<file path="src/hw/tmr_pkg.sv">
// constants shared by the 16-bit timer and its helper modules
package tmr_pkg;
	// register word indices; byte address is four times the index
	localparam logic [5:0] IDX_CTRL_A = 6'h00;
	localparam logic [5:0] IDX_CTRL_B = 6'h01;
	localparam logic [5:0] IDX_CNT_LO = 6'h02;
	localparam logic [5:0] IDX_CNT_HI = 6'h03;
	localparam logic [5:0] IDX_CMPA_LO = 6'h04;
	localparam logic [5:0] IDX_CMPA_HI = 6'h05;
	localparam logic [5:0] IDX_CMPB_LO = 6'h06;
	localparam logic [5:0] IDX_CMPB_HI = 6'h07;
	localparam logic [5:0] IDX_CAP_LO = 6'h08;
	localparam logic [5:0] IDX_CAP_HI = 6'h09;
	localparam logic [5:0] IDX_FLAG = 6'h0A;
	localparam logic [5:0] IDX_MASK = 6'h0B;
	// control A fields
	localparam int CA_WGM_LO = 0;
	localparam int CA_COM_B = 4;
	localparam int CA_COM_A = 6;
	// control B fields
	localparam int CB_CS = 0;
	localparam int CB_WGM_HI = 3;
	localparam int CB_CAP_SRC = 5;
	localparam int CB_CAP_EDGE = 6;
	localparam int CB_NOISE = 7;
	// flag and mask bit positions
	localparam int FL_OVF = 0;
	localparam int FL_CMP_A = 1;
	localparam int FL_CMP_B = 2;
	localparam int FL_CAP = 3;
	// reset values
	localparam logic [7:0] RST_CTRL = 8'h00;
	localparam logic [7:0] RST_HOLD = 8'h00;
	localparam logic [3:0] RST_FLAG = 4'h0;
	localparam logic [3:0] RST_MASK = 4'h0;
	localparam logic [15:0] RST_WORD = 16'h0000;
	// counter limits
	localparam logic [15:0] CNT_BOTTOM = 16'h0000;
	localparam logic [15:0] CNT_MAX = 16'hFFFF;
	localparam logic [15:0] TOP_8BIT = 16'h00FF;
	localparam logic [15:0] TOP_9BIT = 16'h01FF;
	localparam logic [15:0] TOP_10BIT = 16'h03FF;
	// clock select codes
	localparam logic [2:0] CS_STOP = 3'h0;
	localparam logic [2:0] CS_DIV1 = 3'h1;
	localparam logic [2:0] CS_DIV8 = 3'h2;
	localparam logic [2:0] CS_DIV64 = 3'h3;
	localparam logic [2:0] CS_DIV256 = 3'h4;
	localparam logic [2:0] CS_DIV1024 = 3'h5;
	localparam logic [2:0] CS_EXT_FALL = 3'h6;
	localparam logic [2:0] CS_EXT_RISE = 3'h7;
	// prescaler width and noise canceller sample count
	localparam int PRE_W = 10;
	localparam int FILT_SAMPLES = 4;
endpackage

</file>
<file path="src/hw/tmr_sync.sv">
// three-stage pin synchroniser with agreement of the last two stages
`timescale 1ns/1ps
`default_nettype none
module tmr_sync
	import tmr_pkg::*;
(
	input wire logic CLK,
	input wire logic RESET_N,
	input wire logic pin,
	output logic level
);
	// all state in one packed struct
	typedef struct packed {
		logic [2:0] stage;
		logic level;
	} tmr_sync_t;
	tmr_sync_t s;
	tmr_sync_t next_s;

	// stage[0] feeds only stage[1]; a change counts once stages 1 and 2 agree
	always_comb
	begin
		next_s = s;
		next_s.stage = {s.stage[1:0], pin};
		if (s.stage[1] == s.stage[2])
		begin
			next_s.level = s.stage[2];
		end
	end

	// register the state
	always_ff @(posedge CLK or negedge RESET_N)
	begin
		if (!RESET_N)
			s <= '0;
		else
			s <= next_s;
	end

	assign level = s.level;
endmodule // tmr_sync
`default_nettype wire

</file>
<file path="src/hw/tmr_filter.sv">
// capture noise canceller: output follows only a level held for all samples
`timescale 1ns/1ps
`default_nettype none
module tmr_filter
	import tmr_pkg::*;
#(
	parameter int SAMPLES = FILT_SAMPLES
)
(
	input wire logic CLK,
	input wire logic RESET_N,
	input wire logic enable,
	input wire logic din,
	output logic dout
);
	// refuse a window the comparison cannot use
	if (SAMPLES < 2)
		$error("tmr_filter: SAMPLES must be at least 2");

	typedef struct packed {
		logic [SAMPLES-1:0] hist;
		logic held;
	} tmr_filt_t;
	tmr_filt_t s;
	tmr_filt_t next_s;

	// shift in samples; change the held level when the window is uniform
	always_comb
	begin
		next_s = s;
		next_s.hist = {s.hist[SAMPLES-2:0], din};
		if (&s.hist)
			next_s.held = 1'b1;
		else if (~|s.hist)
			next_s.held = 1'b0;
	end

	// register the state
	always_ff @(posedge CLK or negedge RESET_N)
	begin
		if (!RESET_N)
			s <= '0;
		else
			s <= next_s;
	end

	// bypassed when disabled, which costs the extra delay only when asked for
	assign dout = enable ? s.held : din;
endmodule // tmr_filter
`default_nettype wire

</file>
<file path="src/hw/tmr_timer16.sv">
// 16-bit timer/counter with byte-wide register access over classic Wishbone
// Operation
// - count, compares, capture: 16 bits, byte accesses
// - one shared high-byte holding register
// - low-byte write loads low plus held high
// - low-byte read copies upper byte to holding
// - compare reads bypass the holding register
// - control registers: 8 bits, single access
// - clock select: prescaler or pin edge, or stop
// - compares match counter on each timer tick, setting flags
// - matches drive pulse-width or frequency outputs
// - qualified pin/comparator edge captures the count
// - bottom signalled at 0x0000
// - max signalled at 0xFFFF
// - top fixed by mode, compare A, or capture
// - compare A as top: no pwm on output A, buffered only in pwm modes
// - request flags, each gated by mask bit
// - upper count location reaches holding register
// - count write beats clear and count
`timescale 1ns/1ps
`default_nettype none
module tmr_timer16
	import tmr_pkg::*;
#(
	parameter int ADDR_W = 8
)
(
	input wire logic CLK,
	input wire logic RESET_N,
	input wire logic CYC_I,
	input wire logic STB_I,
	input wire logic WE_I,
	input wire logic [ADDR_W-1:0] ADR_I,
	input wire logic [3:0] SEL_I,
	input wire logic [31:0] DAT_I,
	output logic [31:0] DAT_O,
	output logic ACK_O,
	input wire logic EXT_COUNT_PIN,
	input wire logic CAPTURE_PIN,
	input wire logic COMPARATOR_IN,
	output logic COMPARE_OUT_A,
	output logic COMPARE_OUT_B,
	output logic AT_BOTTOM,
	output logic AT_MAX,
	output logic [3:0] IRQ_REQ
);
	// the decode needs the word index bits
	if (ADDR_W < 8)
		$error("tmr_timer16: ADDR_W must be at least 8");

	// whole block state
	typedef struct packed {
		logic [7:0] timer_control_a; // modes and output actions
		logic [7:0] timer_control_b; // clock select, capture setup
		logic [7:0] hold; // shared high byte
		logic [15:0] count_value; // the counter
		logic up; // count direction in dual-slope modes
		logic [1:0][15:0] cmp; // active compare values
		logic [1:0][15:0] cmp_buf; // software side of the double buffer
		logic [15:0] capture_value; // captured count or top
		logic [3:0] timer_flag_reg; // sticky requests
		logic [3:0] timer_mask_reg; // request gates
		logic [1:0] cout; // compare output pins
		logic [PRE_W-1:0] pre; // free-running prescaler
		logic ext_prev; // last count pin level
		logic cap_prev; // last capture trigger level
		logic ack; // bus answer
		logic [7:0] rdata; // read data
		logic bottom; // counter sits at zero
		logic max; // counter sits at all ones
	} tmr_state_t;
	tmr_state_t s;
	tmr_state_t next_s;

	// synchronised and filtered pins
	logic ext_lvl;
	logic cap_pin_lvl;
	logic cmp_in_lvl;
	logic cap_raw;
	logic cap_lvl;

	// count pin through three stages
	tmr_sync u_sync_ext (
		.CLK(CLK),
		.RESET_N(RESET_N),
		.pin(EXT_COUNT_PIN),
		.level(ext_lvl)
	);

	// capture pin through three stages
	tmr_sync u_sync_cap (
		.CLK(CLK),
		.RESET_N(RESET_N),
		.pin(CAPTURE_PIN),
		.level(cap_pin_lvl)
	);

	// comparator output through three stages
	tmr_sync u_sync_cmp (
		.CLK(CLK),
		.RESET_N(RESET_N),
		.pin(COMPARATOR_IN),
		.level(cmp_in_lvl)
	);

	// source select before the filter, so a switch can itself trigger
	assign cap_raw = s.timer_control_b[CB_CAP_SRC] ? cmp_in_lvl : cap_pin_lvl;

	// optional noise canceller on the capture trigger
	tmr_filter #(
		.SAMPLES(FILT_SAMPLES)
	) u_filter (
		.CLK(CLK),
		.RESET_N(RESET_N),
		.enable(s.timer_control_b[CB_NOISE]),
		.din(cap_raw),
		.dout(cap_lvl)
	);

	// mode decode
	logic [3:0] mode;
	logic dual;
	logic pwm;
	logic icr_top;
	logic ocra_top;
	logic [15:0] top;
	assign mode = {s.timer_control_b[CB_WGM_HI +: 2], s.timer_control_a[CA_WGM_LO +: 2]};
	assign dual = mode inside {4'h1, 4'h2, 4'h3, 4'h8, 4'h9, 4'hA, 4'hB};
	assign pwm = !(mode inside {4'h0, 4'h4, 4'hC, 4'hD});
	assign icr_top = mode inside {4'h8, 4'hA, 4'hC, 4'hE};
	assign ocra_top = mode inside {4'h4, 4'h9, 4'hB, 4'hF};

	// top limit by mode
	always_comb
	begin
		case (mode)
			4'h1, 4'h5: top = TOP_8BIT;
			4'h2, 4'h6: top = TOP_9BIT;
			4'h3, 4'h7: top = TOP_10BIT;
			4'h4, 4'h9, 4'hB, 4'hF: top = s.cmp[0];
			4'h8, 4'hA, 4'hC, 4'hE: top = s.capture_value;
			default: top = CNT_MAX;
		endcase
	end

	// timer tick from the selected source
	logic tick;
	always_comb
	begin
		case (s.timer_control_b[CB_CS +: 3])
			CS_STOP: tick = 1'b0;
			CS_DIV1: tick = 1'b1;
			CS_DIV8: tick = &s.pre[2:0];
			CS_DIV64: tick = &s.pre[5:0];
			CS_DIV256: tick = &s.pre[7:0];
			CS_DIV1024: tick = &s.pre[9:0];
			CS_EXT_FALL: tick = s.ext_prev & !ext_lvl;
			CS_EXT_RISE: tick = !s.ext_prev & ext_lvl;
			default: tick = 1'b0;
		endcase
	end

	// counter events this tick
	logic at_top;
	logic wrap;
	logic turn_down;
	logic turn_up;
	assign at_top = (s.count_value == top);
	assign wrap = tick & !dual & (at_top | (s.count_value == CNT_MAX));
	assign turn_down = tick & dual & s.up & at_top;
	assign turn_up = tick & dual & !s.up & (s.count_value == CNT_BOTTOM);

	// per channel match and next output level
	logic [1:0] match;
	logic [1:0] out_nx;
	logic [1:0][1:0] com;
	assign com[0] = s.timer_control_a[CA_COM_A +: 2];
	assign com[1] = s.timer_control_a[CA_COM_B +: 2];
	genvar ch;
	generate
		for (ch = 0; ch < 2; ch++)
		begin : g_ch
			// equality with the active compare value, checked on each timer tick
			assign match[ch] = tick & (s.count_value == s.cmp[ch]);
			// waveform action for this channel
			always_comb
			begin
				out_nx[ch] = s.cout[ch];
				if (ch == 0 && pwm && ocra_top)
					out_nx[ch] = s.cout[ch];
				else if (!pwm)
				begin
					// non-pwm: toggle, clear or set on match
					if (match[ch])
					begin
						case (com[ch])
							2'h1: out_nx[ch] = !s.cout[ch];
							2'h2: out_nx[ch] = 1'b0;
							2'h3: out_nx[ch] = 1'b1;
							default: out_nx[ch] = s.cout[ch];
						endcase
					end
				end
				else if (com[ch][1])
				begin
					// pwm: up-count match ends the pulse, down-count match or bottom starts it
					if (match[ch])
						out_nx[ch] = com[ch][0] ^ (dual ? !s.up : 1'b0);
					else if (wrap | turn_up)
						out_nx[ch] = !com[ch][0];
				end
			end
		end
	endgenerate

	// bus decode
	logic acc;
	logic wr;
	logic rd;
	logic [5:0] idx;
	logic [7:0] wd;
	assign acc = CYC_I & STB_I & !s.ack;
	assign wr = acc & WE_I & SEL_I[0];
	assign rd = acc & !WE_I;
	assign idx = ADR_I[7:2];
	assign wd = DAT_I[7:0];

	// capture event qualified by edge, held off while capture defines top
	logic cap_evt;
	logic cap_edge;
	assign cap_edge = s.timer_control_b[CB_CAP_EDGE] ? (!s.cap_prev & cap_lvl)
		: (s.cap_prev & !cap_lvl);
	assign cap_evt = cap_edge & !icr_top;

	// compare buffer update point: immediate, or at bottom/top in pwm
	logic cmp_load;
	assign cmp_load = !pwm | wrap | (mode inside {4'h8, 4'h9} ? turn_up : turn_down);

	// next state
	always_comb
	begin
		next_s = s;
		next_s.pre = s.pre + 1'b1;
		next_s.ext_prev = ext_lvl;
		next_s.cap_prev = cap_lvl;
		next_s.ack = acc;

		// counting
		if (wrap)
			next_s.count_value = CNT_BOTTOM;
		else if (turn_down)
		begin
			next_s.up = 1'b0;
			next_s.count_value = s.count_value - 16'h0001;
		end
		else if (turn_up)
		begin
			next_s.up = 1'b1;
			next_s.count_value = s.count_value + 16'h0001;
		end
		else if (tick)
			next_s.count_value = s.up ? s.count_value + 16'h0001 : s.count_value - 16'h0001;
		if (!dual)
			next_s.up = 1'b1;

		// compare buffers reach the comparator
		for (int i = 0; i < 2; i++)
		begin
			if (cmp_load)
				next_s.cmp[i] = s.cmp_buf[i];
		end

		// capture copies the count
		if (cap_evt)
			next_s.capture_value = s.count_value;

		// read side effects and data
		next_s.rdata = 8'h00;
		if (rd)
		begin
			case (idx)
				IDX_CTRL_A: next_s.rdata = s.timer_control_a;
				IDX_CTRL_B: next_s.rdata = s.timer_control_b;
				IDX_CNT_LO:
				begin
					next_s.rdata = s.count_value[7:0];
					next_s.hold = s.count_value[15:8];
				end
				IDX_CNT_HI, IDX_CAP_HI: next_s.rdata = s.hold;
				IDX_CMPA_LO: next_s.rdata = s.cmp_buf[0][7:0];
				IDX_CMPA_HI: next_s.rdata = s.cmp_buf[0][15:8];
				IDX_CMPB_LO: next_s.rdata = s.cmp_buf[1][7:0];
				IDX_CMPB_HI: next_s.rdata = s.cmp_buf[1][15:8];
				IDX_CAP_LO:
				begin
					next_s.rdata = s.capture_value[7:0];
					next_s.hold = s.capture_value[15:8];
				end
				IDX_FLAG: next_s.rdata = {4'h0, s.timer_flag_reg};
				IDX_MASK: next_s.rdata = {4'h0, s.timer_mask_reg};
				default: next_s.rdata = 8'h00; // unmapped reads zero
			endcase
		end

		// writes; the count write comes last so it beats counting
		if (wr)
		begin
			case (idx)
				IDX_CTRL_A: next_s.timer_control_a = wd;
				IDX_CTRL_B: next_s.timer_control_b = wd;
				IDX_CNT_HI, IDX_CMPA_HI, IDX_CMPB_HI, IDX_CAP_HI:
					next_s.hold = wd;
				IDX_CNT_LO: next_s.count_value = {s.hold, wd};
				IDX_CMPA_LO: next_s.cmp_buf[0] = {s.hold, wd};
				IDX_CMPB_LO: next_s.cmp_buf[1] = {s.hold, wd};
				IDX_CAP_LO:
				begin
					// writable only while it defines top
					if (icr_top)
						next_s.capture_value = {s.hold, wd};
				end
				IDX_FLAG: next_s.timer_flag_reg = s.timer_flag_reg & ~wd[3:0];
				IDX_MASK: next_s.timer_mask_reg = wd[3:0];
				default: next_s.hold = s.hold; // unmapped writes ignored
			endcase
		end

		// flag sets win over a same-cycle clear
		if (wrap | turn_up)
			next_s.timer_flag_reg[FL_OVF] = 1'b1;
		if (match[0])
			next_s.timer_flag_reg[FL_CMP_A] = 1'b1;
		if (match[1])
			next_s.timer_flag_reg[FL_CMP_B] = 1'b1;
		if (cap_evt | (icr_top & at_top & tick))
			next_s.timer_flag_reg[FL_CAP] = 1'b1;

		// output pins
		next_s.cout = out_nx;

		// limit status follows the new count
		next_s.bottom = (next_s.count_value == CNT_BOTTOM);
		next_s.max = (next_s.count_value == CNT_MAX);
	end

	// register the state; hold clears so a lone low write gives zero above
	always_ff @(posedge CLK or negedge RESET_N)
	begin
		if (!RESET_N)
		begin
			s <= '0;
			s.timer_control_a <= RST_CTRL;
			s.timer_control_b <= RST_CTRL;
			s.hold <= RST_HOLD;
			s.count_value <= RST_WORD;
			s.up <= 1'b1;
			s.timer_flag_reg <= RST_FLAG;
			s.timer_mask_reg <= RST_MASK;
			s.bottom <= 1'b1;
		end
		else
			s <= next_s;
	end

	// outputs
	assign DAT_O = {24'h000000, s.rdata};
	assign ACK_O = s.ack;
	assign COMPARE_OUT_A = s.cout[0];
	assign COMPARE_OUT_B = s.cout[1];
	assign AT_BOTTOM = s.bottom;
	assign AT_MAX = s.max;
	assign IRQ_REQ = s.timer_flag_reg & s.timer_mask_reg;
endmodule // tmr_timer16
`default_nettype wire

</file>
<file path="config.mk">
export PLATFORM = sky130hd
export DESIGN_NAME = tmr_timer16
export DESIGN_NICKNAME = d
export VERILOG_FILES = /design/src/hw/tmr_pkg.sv /design/src/hw/tmr_sync.sv /design/src/hw/tmr_filter.sv /design/src/hw/tmr_timer16.sv
export SDC_FILE = /design/constraint.sdc
export NUM_CORES = 1
export LEC_CHECK = 0
export ABC_AREA = 1
export BUFFER_PORTS_ARGS = -buffer_cell sky130_fd_sc_hd__buf_2
export CAP_MARGIN = 20
export CORE_MARGIN = 2
export CORE_UTILIZATION = 45
export CTS_BUF_LIST = sky130_fd_sc_hd__clkbuf_16
export DETAILED_ROUTE_END_ITERATION = 10
export GPL_TIMING_DRIVEN = 0
export PLACE_DENSITY = 0.65
export SYNTH_ARGS = -nofsm -noshare
export SYNTH_HDL_FRONTEND = slang
export SYNTH_SLANG_ARGS = --single-unit
</file>
<file path="constraint.sdc">
create_clock -name CLK -period 2.45 [get_ports CLK]
set_clock_uncertainty 0.1 [all_clocks]
set_input_delay 0.1225 -clock CLK [delete_from_list [all_inputs] [get_ports CLK]]
set_output_delay 0.1225 -clock CLK [all_outputs]
set_load 0.05 [all_outputs]
</file>
==> metrics.md <==
| Metric | Value |
|---|---|
| Outcome | `complete, but fails checks` |
| Failing checks | `negative setup slack` |
| Slew @ Worst Pin | `0.8059 ns` |
| Core area | `22710 um2` |
| Seq/Total Area, Yosys | `roughly two fifths` |
| Total power | `about 10 mW` |
| WL final | `40660 um` |
| Final ANT Viol Nets | `0` |
| Worst setup SP type | `flip-flop` |
| Diode count | `0` |
| Async S/R FF share, synth | `100.0%` |
| P per Cell Area | `roughly 770 nW/um2` |
| DRC | `0` |
| Clk buf depth | `2` |
| Final core occ | `58.04%` |
| CTS root buffer | `clkbuf_16` |
| Top Ports | `a little over 90` |
| Initial core utilization | `roughly 46%` |
| Area Growth Syn to Fin | `25.97%` |
| Share of cells above drive strength 1 | `about a quarter` |
| Dpl hpwl | `28970 um` |
| Pin count of the biggest net entering global routing | `approximately 90` |
| Main synth FF type | `dfrtp_1` |
| Fin. max-slew vios | `0` |
| CP Max Fanout | `8` |
| Post-synth top cells | `345 x nand2_1, 169 x dfrtp_1, 153 x nor2_1` |
| Vias | `10902` |
| Syn Area/Cell | `between 7 and 8 um2` |
| FP Rows | `55` |
| Grt ovf | `0` |
| Post-Syn Area | `about 10000 um2` |
| Relative slew margins | `roughly 46%` |
| Max-Cap Viols | `0` |
| Syn Inst Count | `approximately 1400` |
| Setup violators final | `62` |
| Synth area leaders | `dfrtp_1 40%, nand2_1 12%, o21ai_0 6.8%` |
| Clock H-tree levels | `4` |
| Critical path required time | `between 2 and 3 ns` |
| Initial antenna violation count | `1` |
| Avg WL per Cell | `21.93 um` |
| WS Path Type | `flip-flop to flip-flop` |
| Port Buffers | `39` |
| Die footprint | `around 24000 um2` |
| All-Layer GR Usage | `33.29%` |
| First-pass GRT wire length | `about 60000 um` |
| Fillcell total | `about 2100` |
| Top-count cell post-synth | `nand2_1` |
| LEAKAGE | `slightly below 6 nW` |
| Slowest stage cell, crit path | `dfrtp_2` |
| Max Freq | `329.3 MHz` |
| Final nets | `approximately 1600` |
| Die H | `between 150 and 200 um` |
| Critical-path cell list | `inv_2, nor2_4, nand2_8, nand2_8, nand2_8, clkbuf_16, nand4_1, nand2_2, nor2_2, nand2_2, nor2_8, buf_4, nand2_2, nor2_4, mux2i_4, nand3_4, buf_6, buf_4, nor2_1, a21oi_1` |
| Number of global-route vias before repair | `a little over 10000` |
| Inst Count DP | `~1800` |
| Library cells used by synthesis | `56` |
| Post-Layout Cell Count | `~1900` |
| Synth warn | `0` |
| Hold Violations, Final | `0` |
| Critical path arrival | `3.31 ns` |
| DRT iter0 DRCs | `approximately 1300` |
| CTS clk-pin slew, worst paths | `0.07 ns` |
| Worst hold path type | `input port to flip-flop` |
| Final setup margin | `-0.5866 ns` |
| Worst VDD drop | `0.4646 mV` |
| Pre-antenna DRT Iters | `9` |
| CTS tree | `done` |
| DR vias/cell | `between 5 and 6` |
| Final GP Congestion | `0.9792` |
| RSZ-0062 raised after global routing | `true` |
| Num CTS Buffers | `17` |
| Post-synthesis register bit count | `171` |
| Sink Count | `about 170` |
| Clock period minus worst slack | `between 3 and 4 ns` |
| Critical path endpoint category | `flip-flop` |
| Area leader, netlist | `dfrtp_1` |
| Die Wd | `approximately 160 um` |
| Worst skew pair latency | `around 0.44 ns` |
| Top cell type's share of synthesized area | `between 40 and 50%` |
| Crit share post-route | `123.9%` |
| Slowest Stage Delay on Critical Path | `approximately 0.45 ns` |
| Post-synth EDFFs | `0` |
## path summary, 6_finish.rpt
| kind | endpoint | start | cells after the start | slack (ns) |
|---|---|---|---|---|
| worst max-delay path | s[103]$_DFFE_PN0P_ | mode[2]$_DFFE_PN0P_ | 20 | -0.59 |
| worst min-delay path | s[74]$_DFFE_PN0P_ | WE_I | 5 | 0.09 |
| worst max register to register | s[103]$_DFFE_PN0P_ | mode[2]$_DFFE_PN0P_ | 20 | -0.59 |
| worst min register to register | u_sync_cmp.next_s[3]$_DFF_PN0_ | u_sync_cmp.next_s[2]$_DFF_PN0_ | 0 | 0.26 |
| max in group asynchronous | s[126]$_DFF_PN0_ | RESET_N | 3 | 1.20 |
| min in group asynchronous | DAT_O[0]$_DFF_PN0_ | RESET_N | 2 | 0.16 |
## registers in the layout, indices dropped and copies added (netlist names), 2 cells and up
name,count
DAT_O,8
com,4
mode,4
s,133
u_filter.next_s,3
u_filter.s,2
u_sync_cap.next_s,2
u_sync_cmp.next_s,2
u_sync_ext.next_s,2
## per-layer routing
layer	global-route usage, %	share of wire (%)	routed length (um)
met1	45.54	40	16380
met2	50.41	44	17750
met3	6.259	10	4232
met4	17.21	5.6	2296
met5	0	0	0
## layout make-up
class | instances | area, um2 | share of cell area, %
flip-flops and latches | 171 | 4293 | 32.57
inverters | 150 | 595.6 | 4.519
well taps | 285 | 356.6 | 2.706
multi-input cells | 1023 | 5793 | 43.95
repair buffers | 114 | 1005 | 7.623
plain buffers | 79 | 578.1 | 4.386
clock inverters | 15 | 133.9 | 1.016
clock buffers | 17 | 425.4 | 3.228
## cells by family (layout without fill, tap and decap cells)
family / count (synthesis) / after routing / synth area share, %
other: 1 / 24 / 0.03584
buffers and inverters: 234 / 375 / 10.06
adder cells (fa/ha/maj): 8 / 8 / 0.8850
flip-flops: 171 / 171 / 40.92
AO/OA/AOI/OAI: 269 / 269 / 15.38
AND/OR/NAND/NOR: 681 / 682 / 29.34
XOR/XNOR: 38 / 38 / 3.181
multiplexers: 2 / 2 / 0.2033
## worst max-delay path: cells and delay by family, from the launching register on
family | cells | cell delay [ns]
buf+inv | 5 | 0.61
compound gates | 1 | 0.11
mux | 1 | 0.15
flops | 1 | 0.45
simple gates | 13 | 1.52
## layout by cell type, fill, tap and decap left out, types with 12 or more instances in the layout
| master | n |
|---|---|
| a21oi_1 | 29 |
| a221oi_1 | 14 |
| buf_2 | 42 |
| buf_4 | 70 |
| buf_6 | 17 |
| clkbuf_1 | 19 |
| clkbuf_16 | 19 |
| conb_1 | 24 |
| dfrtp_1 | 160 |
| dlygate4sd3_1 | 14 |
| inv_1 | 133 |
| nand2_1 | 303 |
| nand2_2 | 43 |
| nand2_4 | 21 |
| nand3_1 | 57 |
| nand3_2 | 12 |
| nand4_1 | 38 |
| nor2_1 | 138 |
| nor2_2 | 17 |
| nor3_1 | 15 |
| o211ai_1 | 16 |
| o21ai_0 | 131 |
| o22ai_1 | 26 |
| xor2_1 | 31 |
## per-stage QoR
step / TNS [ns] / worst slack, ns / instance area (um2) / hold WS, ns
final: -21.31 / -0.5866 / 13180 / 0.08849
after global routing: -29.02 / -0.7235 / 13180 / 0.1081
after CTS: -13.93 / -0.4761 / 12550 / 0.1626
after detailed placement: -47.45 / -1.484 / 11220 / 0.06722
after global placement: -310.03 / -1.885 / 11190 / 0.1307
after floorplan: -0.06623 / -0.04717 / 10640 / -0.2731
## what timing repair did
| action | CTS | global route |
|---|---|---|
| hold buffers | 14 | 0 |
| gates cloned | 2 | 6 |
| pin swaps | 24 | 41 |
| endpoints found under the setup margin | 75 | 73 |
| gates resized for setup | 80 | 129 |
| setup buffers | 39 | 16 |
| endpoints found under the hold margin | 103 | 0 |
## power by group
part | leakage [nW] | switching [mW] | internal (mW) | total [mW]
combinational | 3.53 | 2.67 | 1.25 | 3.92
sequential | 2.11 | 0.425 | 3.14 | 3.57
clock | 0.279 | 1.29 | 1.34 | 2.63
(Power assumes the default switching activity.)
